## src/input_filter_regs.svh

```systemverilog
// Purpose: Constants for the input filter and output select block.
// Assumes: core_clk at 125 MHz.
// Notes: Times are in ns; cycle counts derive from them.
`ifndef INPUT_FILTER_REGS_SVH
`define INPUT_FILTER_REGS_SVH
`define CLK_PERIOD_NS 8
`define GLITCH_MAX_NS 100000
`define GLITCH_MAX_CYC (`GLITCH_MAX_NS / `CLK_PERIOD_NS)
`define PULSE_MAX_NS 100000
`define PULSE_MAX_CYC (`PULSE_MAX_NS / `CLK_PERIOD_NS)
`define OSC_PERIOD_NS 10000
`define OSC_HALF_CYC ((`OSC_PERIOD_NS / `CLK_PERIOD_NS) / 2)
`define TIME_W 14
`define NUM_DIRECT 5
`define NUM_DUAL 5
`define NUM_OUT 10
`define NUM_HIGH_DRIVE 6
`define SRC_W 2
`define DRIVE_W 3
`define RESET_SRC 2'h0
`define RESET_DRIVE 3'h0
`endif

```

## src/input_filter_pkg.sv

```systemverilog
// Purpose: Types shared by the input filter and output select block.
// Assumes: Constants come from input_filter_regs.svh.
// Notes: Source code 0 selects the state machine so an all-zero config is safe.
package input_filter_pkg;
   typedef enum logic [1:0] {
      SRC_STATE_MACHINE = 2'h0,
      SRC_SMBUS = 2'h1,
      SRC_CLOCK = 2'h2,
      SRC_RESERVED = 2'h3
   } out_src_t;
   typedef enum logic [2:0] {
      DRV_WEAK_PULLDOWN = 3'h0,
      DRV_OPEN_DRAIN = 3'h1,
      DRV_OD_WEAK_VDD = 3'h2,
      DRV_OD_STRONG_VDD = 3'h3,
      DRV_OD_WEAK_VP = 3'h4,
      DRV_OD_STRONG_VP = 3'h5,
      DRV_STRONG_PULLDOWN = 3'h6,
      DRV_CHARGE_PUMP = 3'h7
   } drive_mode_t;
   typedef struct packed {
      logic [4:0] digital_mode;
      logic [4:0] edge_mode;
      logic [4:0] input_enable;
      logic [13:0] glitch_cycles;
      logic [13:0] pulse_cycles;
   } input_cfg_t;
   typedef struct packed {
      out_src_t [9:0] source;
      drive_mode_t [9:0] drive;
      logic [9:0] smbus_value;
   } output_cfg_t;
   typedef struct packed {
      logic [9:0] level;
      drive_mode_t [9:0] drive;
   } pin_drive_t;
endpackage

```

## src/glitch_filter.sv

```systemverilog
// Purpose: Time-domain glitch filter for one comparator or logic input.
// Assumes: Input is already in the core_clk domain.
// Notes: Output follows input after it has been stable for timeout cycles.
`timescale 1ns/100ps
`include "input_filter_regs.svh"
module glitch_filter #(
   parameter int TIME_W = `TIME_W
) (
   // Clocking.
   input wire logic core_clk,
   input wire logic rst_n,
   input wire logic clk_en,
   // Filter data.
   input wire logic [TIME_W-1:0] timeout,
   input wire logic din,
   output logic dout
);
   logic [TIME_W-1:0] count_ff;
   logic [TIME_W-1:0] nxt_count;
   logic last_ff;
   logic nxt_last;
   logic dout_ff;
   logic nxt_dout;

   always_comb begin
      nxt_last = din;
      nxt_count = count_ff;
      nxt_dout = dout_ff;
      if (din != last_ff) begin
         nxt_count = '0;
      end else if (count_ff < timeout) begin
         nxt_count = count_ff + 1'b1;
      end
      if (timeout == '0) begin
         nxt_dout = din;
      end else if (din == last_ff && count_ff == timeout - 1'b1) begin
         nxt_dout = din;
      end
   end

   always_ff @(posedge core_clk) begin
      if (!rst_n) begin
         count_ff <= '0;
         last_ff <= 1'b0;
         dout_ff <= 1'b0;
      end else if (clk_en) begin
         count_ff <= nxt_count;
         last_ff <= nxt_last;
         dout_ff <= nxt_dout;
      end
   end

   assign dout = dout_ff;
endmodule

```

## src/input_filter_output_select.sv

```systemverilog
// Purpose: Filters supervisor inputs and selects driver output sources.
// Assumes: Comparator results and logic pins arrive asynchronously.
// Notes: Configuration is latched when cfg_load pulses after supply is good.
// Overview of operation
// - glitch filter per fault comparator, to 100us
// - pulses shorter than timeout are dropped
// - pulses longer than timeout pass through
// - output lags input by the timeout
// - dual input detector has one range
// - logic-mode dual detector warns on dedicated input
// - warning detector shares range, signals warnings
// - warning outputs readable as status
// - all warnings ORed to state machine
// - five logic inputs, level or edge
// - level mode follows filtered input
// - edge mode emits programmable pulse width
// - logic inputs share the glitch filter
// - eight drive options, pump on first six
// - source is machine, SMBus or clock
// - SMBus source follows written value
// - internal 100 kHz clock for outputs
// - reset config zero, outputs weakly low
// - latch config after supply good only
// - machine levels held per state
`timescale 1ns/100ps
`include "input_filter_regs.svh"
module input_filter_output_select
   import input_filter_pkg::*;
#(
   parameter int NUM_DUAL = `NUM_DUAL,
   parameter int NUM_OUT = `NUM_OUT,
   parameter int TIME_W = `TIME_W
) (
   // Clocking.
   input wire logic core_clk,
   input wire logic rst_n,
   input wire logic clk_en,
   // Supply-good and configuration load.
   input wire logic supply_good,
   input wire logic cfg_load,
   input wire input_filter_pkg::input_cfg_t cfg_in,
   input wire input_filter_pkg::output_cfg_t out_cfg_in,
   // Comparator and pin inputs.
   input wire logic [4:0] supply_fault_detector,
   input wire logic [4:0] dual_function_input,
   input wire logic [4:0] dual_analog_fault,
   // State machine side.
   input wire logic [9:0] state_machine_core,
   output logic [4:0] fault_filtered,
   output logic [4:0] logic_input,
   output logic warning_any,
   output logic [4:0] warning_status,
   // Output pins.
   output input_filter_pkg::pin_drive_t driver_output,
   output logic cfg_latched
);
   import input_filter_pkg::*;

   localparam logic [TIME_W-1:0] GLITCH_MAX = TIME_W'(`GLITCH_MAX_CYC);
   localparam logic [TIME_W-1:0] PULSE_MAX = TIME_W'(`PULSE_MAX_CYC);
   localparam logic [TIME_W-1:0] OSC_HALF = TIME_W'(`OSC_HALF_CYC);

   function automatic logic [TIME_W-1:0] clamp_time(input logic [TIME_W-1:0] t,
                                                    input logic [TIME_W-1:0] lim);
      clamp_time = (t > lim) ? lim : t;
   endfunction

   // Two-stage synchronisers for all asynchronous inputs.
   logic [14:0] sync1_ff;
   logic [14:0] sync2_ff;
   logic [14:0] nxt_sync1;
   logic [14:0] nxt_sync2;
   logic supply_sync1_ff;
   logic supply_sync2_ff;
   logic nxt_supply_sync1;
   logic nxt_supply_sync2;

   always_comb begin
      nxt_sync1 = {dual_analog_fault, dual_function_input, supply_fault_detector};
      nxt_sync2 = sync1_ff;
      nxt_supply_sync1 = supply_good;
      nxt_supply_sync2 = supply_sync1_ff;
   end

   always_ff @(posedge core_clk) begin
      if (!rst_n) begin
         sync1_ff <= '0;
         sync2_ff <= '0;
         supply_sync1_ff <= 1'b0;
         supply_sync2_ff <= 1'b0;
      end else if (clk_en) begin
         sync1_ff <= nxt_sync1;
         sync2_ff <= nxt_sync2;
         supply_sync1_ff <= nxt_supply_sync1;
         supply_sync2_ff <= nxt_supply_sync2;
      end
   end

   // Configuration latch; everything is zero until supply is good.
   input_cfg_t icfg_ff;
   input_cfg_t nxt_icfg;
   output_cfg_t ocfg_ff;
   output_cfg_t nxt_ocfg;
   logic latched_ff;
   logic nxt_latched;

   always_comb begin
      nxt_icfg = icfg_ff;
      nxt_ocfg = ocfg_ff;
      nxt_latched = latched_ff;
      if (cfg_load && supply_sync2_ff) begin
         nxt_icfg = cfg_in;
         nxt_icfg.glitch_cycles = clamp_time(cfg_in.glitch_cycles, GLITCH_MAX);
         nxt_icfg.pulse_cycles = clamp_time(cfg_in.pulse_cycles, PULSE_MAX);
         nxt_ocfg = out_cfg_in;
         nxt_latched = 1'b1;
      end else if (latched_ff) begin
         nxt_ocfg.smbus_value = out_cfg_in.smbus_value;
      end
      for (int i = `NUM_HIGH_DRIVE; i < NUM_OUT; i++) begin
         if (nxt_ocfg.drive[i] == DRV_CHARGE_PUMP) begin
            nxt_ocfg.drive[i] = DRV_WEAK_PULLDOWN;
         end
      end
   end

   always_ff @(posedge core_clk) begin
      if (!rst_n) begin
         icfg_ff <= '0;
         ocfg_ff <= '0;
         latched_ff <= 1'b0;
      end else if (clk_en) begin
         icfg_ff <= nxt_icfg;
         ocfg_ff <= nxt_ocfg;
         latched_ff <= nxt_latched;
      end
   end

   logic [14:0] filt;
   for (genvar g = 0; g < 15; g++) begin : g_filt
      glitch_filter #(.TIME_W(TIME_W)) u_filt (
         .core_clk(core_clk),
         .rst_n(rst_n),
         .clk_en(clk_en),
         .timeout(icfg_ff.glitch_cycles),
         .din(sync2_ff[g]),
         .dout(filt[g])
      );
   end

   // Logic-input level and edge handling.
   logic [4:0] prev_ff;
   logic [4:0] nxt_prev;
   logic [TIME_W-1:0] pulse_cnt_ff [5];
   logic [TIME_W-1:0] nxt_pulse_cnt [5];
   logic [4:0] logic_ff;
   logic [4:0] nxt_logic;
   logic [4:0] fault_ff;
   logic [4:0] nxt_fault;
   logic [4:0] warn_ff;
   logic [4:0] nxt_warn;
   logic warn_any_ff;
   logic nxt_warn_any;

   always_comb begin
      nxt_prev = filt[9:5];
      nxt_fault = filt[4:0];
      nxt_logic = '0;
      nxt_warn = '0;
      for (int i = 0; i < 5; i++) begin
         nxt_pulse_cnt[i] = pulse_cnt_ff[i];
         if (icfg_ff.digital_mode[i] && icfg_ff.input_enable[i]) begin
            if (!icfg_ff.edge_mode[i]) begin
               nxt_logic[i] = filt[5 + i];
               nxt_pulse_cnt[i] = '0;
            end else begin
               if (filt[5 + i] != prev_ff[i]) begin
                  nxt_pulse_cnt[i] = icfg_ff.pulse_cycles;
               end else if (pulse_cnt_ff[i] != '0) begin
                  nxt_pulse_cnt[i] = pulse_cnt_ff[i] - 1'b1;
               end
               nxt_logic[i] = (nxt_pulse_cnt[i] != '0);
            end
         end else begin
            nxt_pulse_cnt[i] = '0;
         end
         if (icfg_ff.digital_mode[i]) begin
            nxt_warn[i] = filt[10 + i];
         end
      end
      nxt_warn_any = |nxt_warn;
   end

   // analog use of dual input is a plain fault detector.
   logic [4:0] dual_fault;
   always_comb begin
      for (int i = 0; i < 5; i++) begin
         dual_fault[i] = !icfg_ff.digital_mode[i] && filt[10 + i];
      end
   end

   always_ff @(posedge core_clk) begin
      if (!rst_n) begin
         prev_ff <= '0;
         logic_ff <= '0;
         fault_ff <= '0;
         warn_ff <= '0;
         warn_any_ff <= 1'b0;
         for (int i = 0; i < 5; i++) begin
            pulse_cnt_ff[i] <= '0;
         end
      end else if (clk_en) begin
         prev_ff <= nxt_prev;
         logic_ff <= nxt_logic;
         fault_ff <= nxt_fault;
         warn_ff <= nxt_warn;
         warn_any_ff <= nxt_warn_any;
         for (int i = 0; i < 5; i++) begin
            pulse_cnt_ff[i] <= nxt_pulse_cnt[i];
         end
      end
   end

   logic [TIME_W-1:0] osc_cnt_ff;
   logic [TIME_W-1:0] nxt_osc_cnt;
   logic osc_ff;
   logic nxt_osc;

   always_comb begin
      nxt_osc_cnt = osc_cnt_ff + 1'b1;
      nxt_osc = osc_ff;
      if (osc_cnt_ff == OSC_HALF - 1'b1) begin
         nxt_osc_cnt = '0;
         nxt_osc = !osc_ff;
      end
   end

   always_ff @(posedge core_clk) begin
      if (!rst_n) begin
         osc_cnt_ff <= '0;
         osc_ff <= 1'b0;
      end else if (clk_en) begin
         osc_cnt_ff <= nxt_osc_cnt;
         osc_ff <= nxt_osc;
      end
   end

   // Output source selection.
   pin_drive_t drv_ff;
   pin_drive_t nxt_drv;

   always_comb begin
      nxt_drv = '0;
      for (int i = 0; i < NUM_OUT; i++) begin
         unique case (ocfg_ff.source[i])
            SRC_STATE_MACHINE: nxt_drv.level[i] = state_machine_core[i];
            SRC_SMBUS: nxt_drv.level[i] = ocfg_ff.smbus_value[i];
            SRC_CLOCK: nxt_drv.level[i] = osc_ff;
            SRC_RESERVED: nxt_drv.level[i] = 1'b0;
         endcase
         if (latched_ff) begin
            nxt_drv.drive[i] = ocfg_ff.drive[i];
         end else begin
            nxt_drv.level[i] = 1'b0;
            nxt_drv.drive[i] = DRV_WEAK_PULLDOWN;
         end
      end
   end

   always_ff @(posedge core_clk) begin
      if (!rst_n) begin
         drv_ff <= '0;
      end else if (clk_en) begin
         drv_ff <= nxt_drv;
      end
   end

   assign warning_status = warn_ff;
   assign warning_any = warn_any_ff;
   assign fault_filtered = fault_ff;
   assign logic_input = logic_ff;
   assign driver_output = drv_ff;
   assign cfg_latched = latched_ff;
endmodule

```

## config.mk

```make
export PLATFORM = sky130hd
export DESIGN_NAME = input_filter_output_select
export DESIGN_NICKNAME = d
export VERILOG_FILES = /design/src/input_filter_pkg.sv /design/src/glitch_filter.sv /design/src/input_filter_output_select.sv
export VERILOG_INCLUDE_DIRS = /design/src /design/src/src
export SDC_FILE = /design/constraint.sdc
export NUM_CORES = 2
export LEC_CHECK = 0
export BUFFER_PORTS_ARGS = -buffer_cell sky130_fd_sc_hd__buf_2
export CORE_MARGIN = 8
export CORE_UTILIZATION = 50
export DETAILED_ROUTE_END_ITERATION = 16
export PLACE_DENSITY = 0.73
export SLEW_MARGIN = 0
export SYNTH_ARGS = -nofsm -noshare
export SYNTH_HDL_FRONTEND = slang
export SYNTH_SLANG_ARGS = --single-unit
```

## constraint.sdc

```tcl
create_clock -name core_clk -period 4.1 [get_ports core_clk]
set_input_delay 0.41 -clock core_clk [delete_from_list [all_inputs] [get_ports core_clk]]
set_output_delay 0.41 -clock core_clk [all_outputs]
set_load 0.02 [all_outputs]
```

---- Yosys cells after proc, flatten, opt, wreduce, memory -nomap -nowiden ----
Memories as Yosys holds them, arrays and structs flattened.
Index checks and enable logic that the tools add are counted.
operators by class
  eq/ne operators ......................... 85
  $lt $le $gt $ge ......................... 17
  bitwise operators ....................... 5
  $add $sub $neg .......................... 22
  muxes and demuxes ....................... 154
  reductions and logical operators ........ 108
operators by type and width
  cell                                                                  count
  14-bit 2-to-1 mux                                                     68
  14-bit by 1-bit adder with 14-bit output, second input constant       16
  14-bit == test                                                        15
  14-bit < comparator                                                   15
  14-bit nonzero test                                                   10
  14-bit by 1-bit subtractor with 14-bit output, second input constant  6
  2-bit AND reduction                                                   33
  2-bit nonzero test                                                    31
  1-bit 2-to-1 mux                                                      59
  3-bit 2-to-1 mux                                                      14
  2-bit == test, second input constant                                  20
  1-bit case mux with 4 select lines                                    10
  30-bit 2-to-1 mux                                                     1
  14-bit > comparator, second input constant                            2
  1-bit logical AND                                                     21
  2-bit by 1-bit == test with 1-bit output, second input constant       10
  2-bit zero test                                                       10
  10-bit 2-to-1 mux                                                     2
  1-bit inequality test                                                 20
  1-bit == test                                                         15
  14-bit by 10-bit == test with 1-bit output, second input constant     1
  14-bit zero test                                                      1
  3-bit == test, second input constant                                  4
  1-bit bitwise OR                                                      5
  2 further kinds                                                       2
storage, ports and cells
  register bits ........................... 452
  memories ................................ 1
  output and inout port bits .............. 57
  bits in writable memories ............... 70
  bits of input ports ..................... 133
memory list
  memory        depth  width  rd ports  clocked after Yosys merged registers in  write ports  RTL line                           text
  pulse_cnt_ff  5      14     5         0                                        5            input_filter_output_select.sv:154  logic [TIME_W-1:0] pulse_cnt_ff [5];

---- Logic depth before layout (Yosys ltp) ----
An unclocked memory read counts as a cell.
  depth after elaboration ................. 9
  mapped depth ............................ 14
  gate-level depth less buffers ........... 10

---- Cells and area by module ----
From an unflattened synthesis, not the netlist that was laid out.
second synthesis, totals
  cell total of the unflattened synthesis .. 4,596
  area, all modules ....................... 37,800.0 µm²
modules (own cells, without submodules)
  module                      area each (µm²)  times used  cells each  sequential area each (µm²)
  glitch_filter               1,635.3          15          212         320.3
  input_filter_output_select  13,270.2         1           1,416       6,346.1

---- Worst setup path after synthesis ----
OpenSTA, ideal clock, no wires.
  kind .................................... reg2reg
  start ................................... register icfg_ff[23] in the netlist's numbering
  end ..................................... register g_filt[10].u_filt.count_ff[11]
  stages on the path, launching flop included .. 13
  setup slack ............................. 0.629 ns
  buffers on the path ..................... 3
  setup time .............................. 0.071 ns
  period minus slack after synthesis ...... 3.471 ns
  required time ........................... 4.029 ns
  arrival ................................. 3.401 ns
  cell sequence ........................... dfxtp_1 -> clkbuf_1 -> buf_1 -> inv_1 -> ha_1 -> a21oi_1 -> o221ai_1 -> a31oi_1 -> a41oi_1 -> or4_1 -> clkbuf_1 -> or3_1 -> a21oi_1
between the ends
  longest elaborated chain between the ends .. 3
ends and longest elaborated chain
  element                               RTL line                           text
  from (decl)                           input_filter_output_select.sv:100  input_cfg_t icfg_ff;
  from (signal assigned)                input_filter_output_select.sv:133  icfg_ff <= nxt_icfg;
  14-bit < comparator                   glitch_filter.sv:31                end else if (count_ff < timeout) begin
  2-bit nonzero test (no source line)   --
  2-bit AND reduction (no source line)  --
  to (signal assigned)                  glitch_filter.sv:47                count_ff <= nxt_count;
  to (decl)                             glitch_filter.sv:18                logic [TIME_W-1:0] count_ff;
No other way between the ends.
A chain may end at the register's enable or synchronous reset.

---- Final worst setup path ----
  start ................................... register icfg_ff[20] in the netlist's numbering
  end ..................................... register g_filt[5].u_filt.count_ff[9]
between the ends
  longest elaborated chain between the ends .. 3
ends and longest elaborated chain
  element                               RTL line
  14-bit < comparator                   glitch_filter.sv:31
  2-bit nonzero test (no source line)   --
  2-bit AND reduction (no source line)  --
  to (signal assigned)                  glitch_filter.sv:47
  to (decl)                             glitch_filter.sv:18
No other way between the ends.

==> run summary <==
number of synthesized flops with an enable pin: 70
crit end category: register
worst slack at placement: 0.563 ns
Die Y: 267 um
final critical-path share of the clock period: 89.2%
Longest Clk Path Bufs: 3
Buf+Inv Stages, Crit Path: 1
I/O pin cnt: 190
CTS Buf Count: 56
register area: 0.0112 mm^2
Initial Utilization: 50.2%
Logic pwr share: 10.1%
Clock transition at path regs: 0.06 ns
Clock Skews: 0.0328 ns
CTS Root Cell: clkbuf_16
Cell Pwr Density: 321 mW/mm^2
share of cells above drive strength 1: 10.7%
Design Power: 0.0116 W
via count: 29.0k
largest net degree at the start of global routing: 145
main flop type after synthesis: dfxtp_1
Max stage delay on crit path: 0.55 ns
NetSw: 0.00302 W
Ys Warns: 0
Die ar.: 0.0713 mm^2
CTS tree: yes
data required time of the worst path: 4.64 ns
Sequential Power Share: 46.0%
postcts setup bufs: 0
final WL: 98700 um
Fin. Hold Viols: 0
commonest non-fill, non-tap cell in the layout: dfxtp_1
Hold Path Class: in2reg
Cell Area, Placed: 0.0336 mm^2
leakage: 14.2 nW
CP delay by family, top: compound AO/OA/AOI/OAI gates
switching part of the total: 26.1%
Hold WS: 0.0287 ns
Worst-Margin Slew: 1.18 ns
fill cell count: 5613
nets@finish: 4288
Critical Path Slowest Stage Cell: a221oi_1
highest clock rate: 0.274 GHz
minimum clock period: 3.66 ns
row count: 92
synthesized area: 0.0315 mm^2
P_int: 0.00857 W
Final Cell Area: 0.0361 mm^2
critical path class: reg2reg
Slew Limit Fails: 0
antenna violations before repair: 6
Clk pwr share: 44.0%
remaining antenna violation count: 0
Post-DP HPWL: 69500 um
outcome: finished clean
Area Overhead vs Synth: 14.6%
post-CTS sizing: 0
max-cap viol count: 0
# clock sinks: 522
worst skew pair latency: 0.64 ns
vias in the first global route: 26.9k
# setup viols final: 0
startpoint types: register
Mapped Cells: 3701
first-pass GRT wire length: 152000 um
DRC viols: 0
setup_tns: 0 ns
Max IR drop VDD: 324 uV
most frequent cells in the layout: dfxtp_1 (452), nor2_1 (430), nand2_1 (376)
Final WS setup: 0.444 ns
IO Port Bufs: 189
Arr. time, crit path: 4.19 ns
H-Tree Depth: 2
Synth cell types: 86
RSZ-0062 raised after global routing: no
drt first pass iters: 6
area of the core: 0.0627 mm^2
Slew headroom: 20.6%
#FFs+latches synth: 522
CP max FO: 15
fraction of registers with async set/reset: 0%
die width: 267 um
syn_nets: 4067
CP cell instances: inv_1, ha_1, a21o_1, a221oi_1, o21ai_0, a221oi_1, o21ai_1, nor4_1, xnor2_1, nor2_1
CP dominant cell by count: a221oi_1
Starting DRT DRC Count: 3095
vias per cell: 6.02
global placer's final weighted congestion: 0.998
global route overflow: 0
sequential-to-total area share from yosys stat: 35.4%
Avg WL per Cell: 20.5 um
multi-input logic area: 0.0194 mm^2
Avg Inst Size Synth: 8.52 um^2
GRT Total Usage: 26.6%
registers in the layout, summed over array words and instances (netlist names), 40 cells and up:
name	count
g_filt.u_filt.count_ff	210
driver_output	40
pulse_cnt_ff	70
ocfg_ff	60
icfg_ff	43
layer usage:
layer	GRT usage [%]	part of all wire, %	up-vias
met2	40.7	44	1251
met5	0	0.011	-
met1	36.5	43	13641
met3	4.75	9.2	299
li1	-	-	13817
met4	11.6	4.6	2
power groups by stage:
stage	registers (W)	logic, W	clock network [W]
3_3_place_gp	0.00544	0.00108	0
2_1_floorplan	0.00541	0.000746	0
4_1_cts	0.00533	0.00115	0.00519
5_1_grt	0.00534	0.00126	0.00539
3_5_place_dp	0.00544	0.00109	0
6_report	0.00533	0.00117	0.00510
metrics by stage:
stage	std cells	util (%)
2_1_floorplan	3701	-
5_1_grt	4817	57.6
6_report	4817	57.6
4_1_cts	4814	57.5
3_5_place_dp	4649	53.6
3_3_place_gp	4649	53.6
cell usage after synthesis (all sizes together), types with 81 or more instances:
master | instances | area (um^2)
clkbuf | 141 | 529
mux2i | 113 | 1130
o21ai | 151 | 756
nor4 | 86 | 583
xnor2 | 241 | 2130
nand3 | 114 | 571
nor3 | 93 | 488
nor2 | 434 | 1640
inv | 81 | 304
xor2 | 149 | 1310
ha | 233 | 2920
nand4 | 92 | 576
a21oi | 220 | 1100
nand2 | 377 | 1420
dfxtp | 452 | 9050
layout make-up:
class                      instances  share of cell area [%]
multi-input combinational       2913                    53.7
sequential                       522                    30.9
timing repair buffer             347                    6.45
clock buffer                      74                    4.27
tap                              846                    2.93
clock inverter                    30                   0.884
inverter                          82                   0.866
antenna                            3                  0.0208
path summary, 6_finish.rpt:
path / start / to / slack (ns) / cells after the start
min reg2reg: ocfg_ff[11] / ocfg_ff[11] / 0.45 / 2
max: icfg_ff[20] / g_filt[5].u_filt.count_ff[9] / 0.44 / 10
min: supply_fault_detector[3] / nxt_sync2[3] / 0.03 / 3
max reg2reg: icfg_ff[20] / g_filt[5].u_filt.count_ff[9] / 0.44 / 10
cell families after synthesis:
group,share of synthesized area (%)
DFF,35.4
AOI/OAI and AO/OA,14.4
muxes,3.66
and+or+nand+nor,22.7
xor gates and xnor gates,11.2
buffers and inverters,3.38
adders and majority gates,9.28
what timing repair did:
action,4_1_cts,5_1_grt
hold buffers,61,0
endpoints found under the hold margin,61,0
endpoints found under the setup margin,0,0
tightest hold or removal path: stages:
cell	delay (ns)
buf_2	0.08
mux2i_1	0.06
nor2_1	0.08
(Power assumes the default switching activity.)
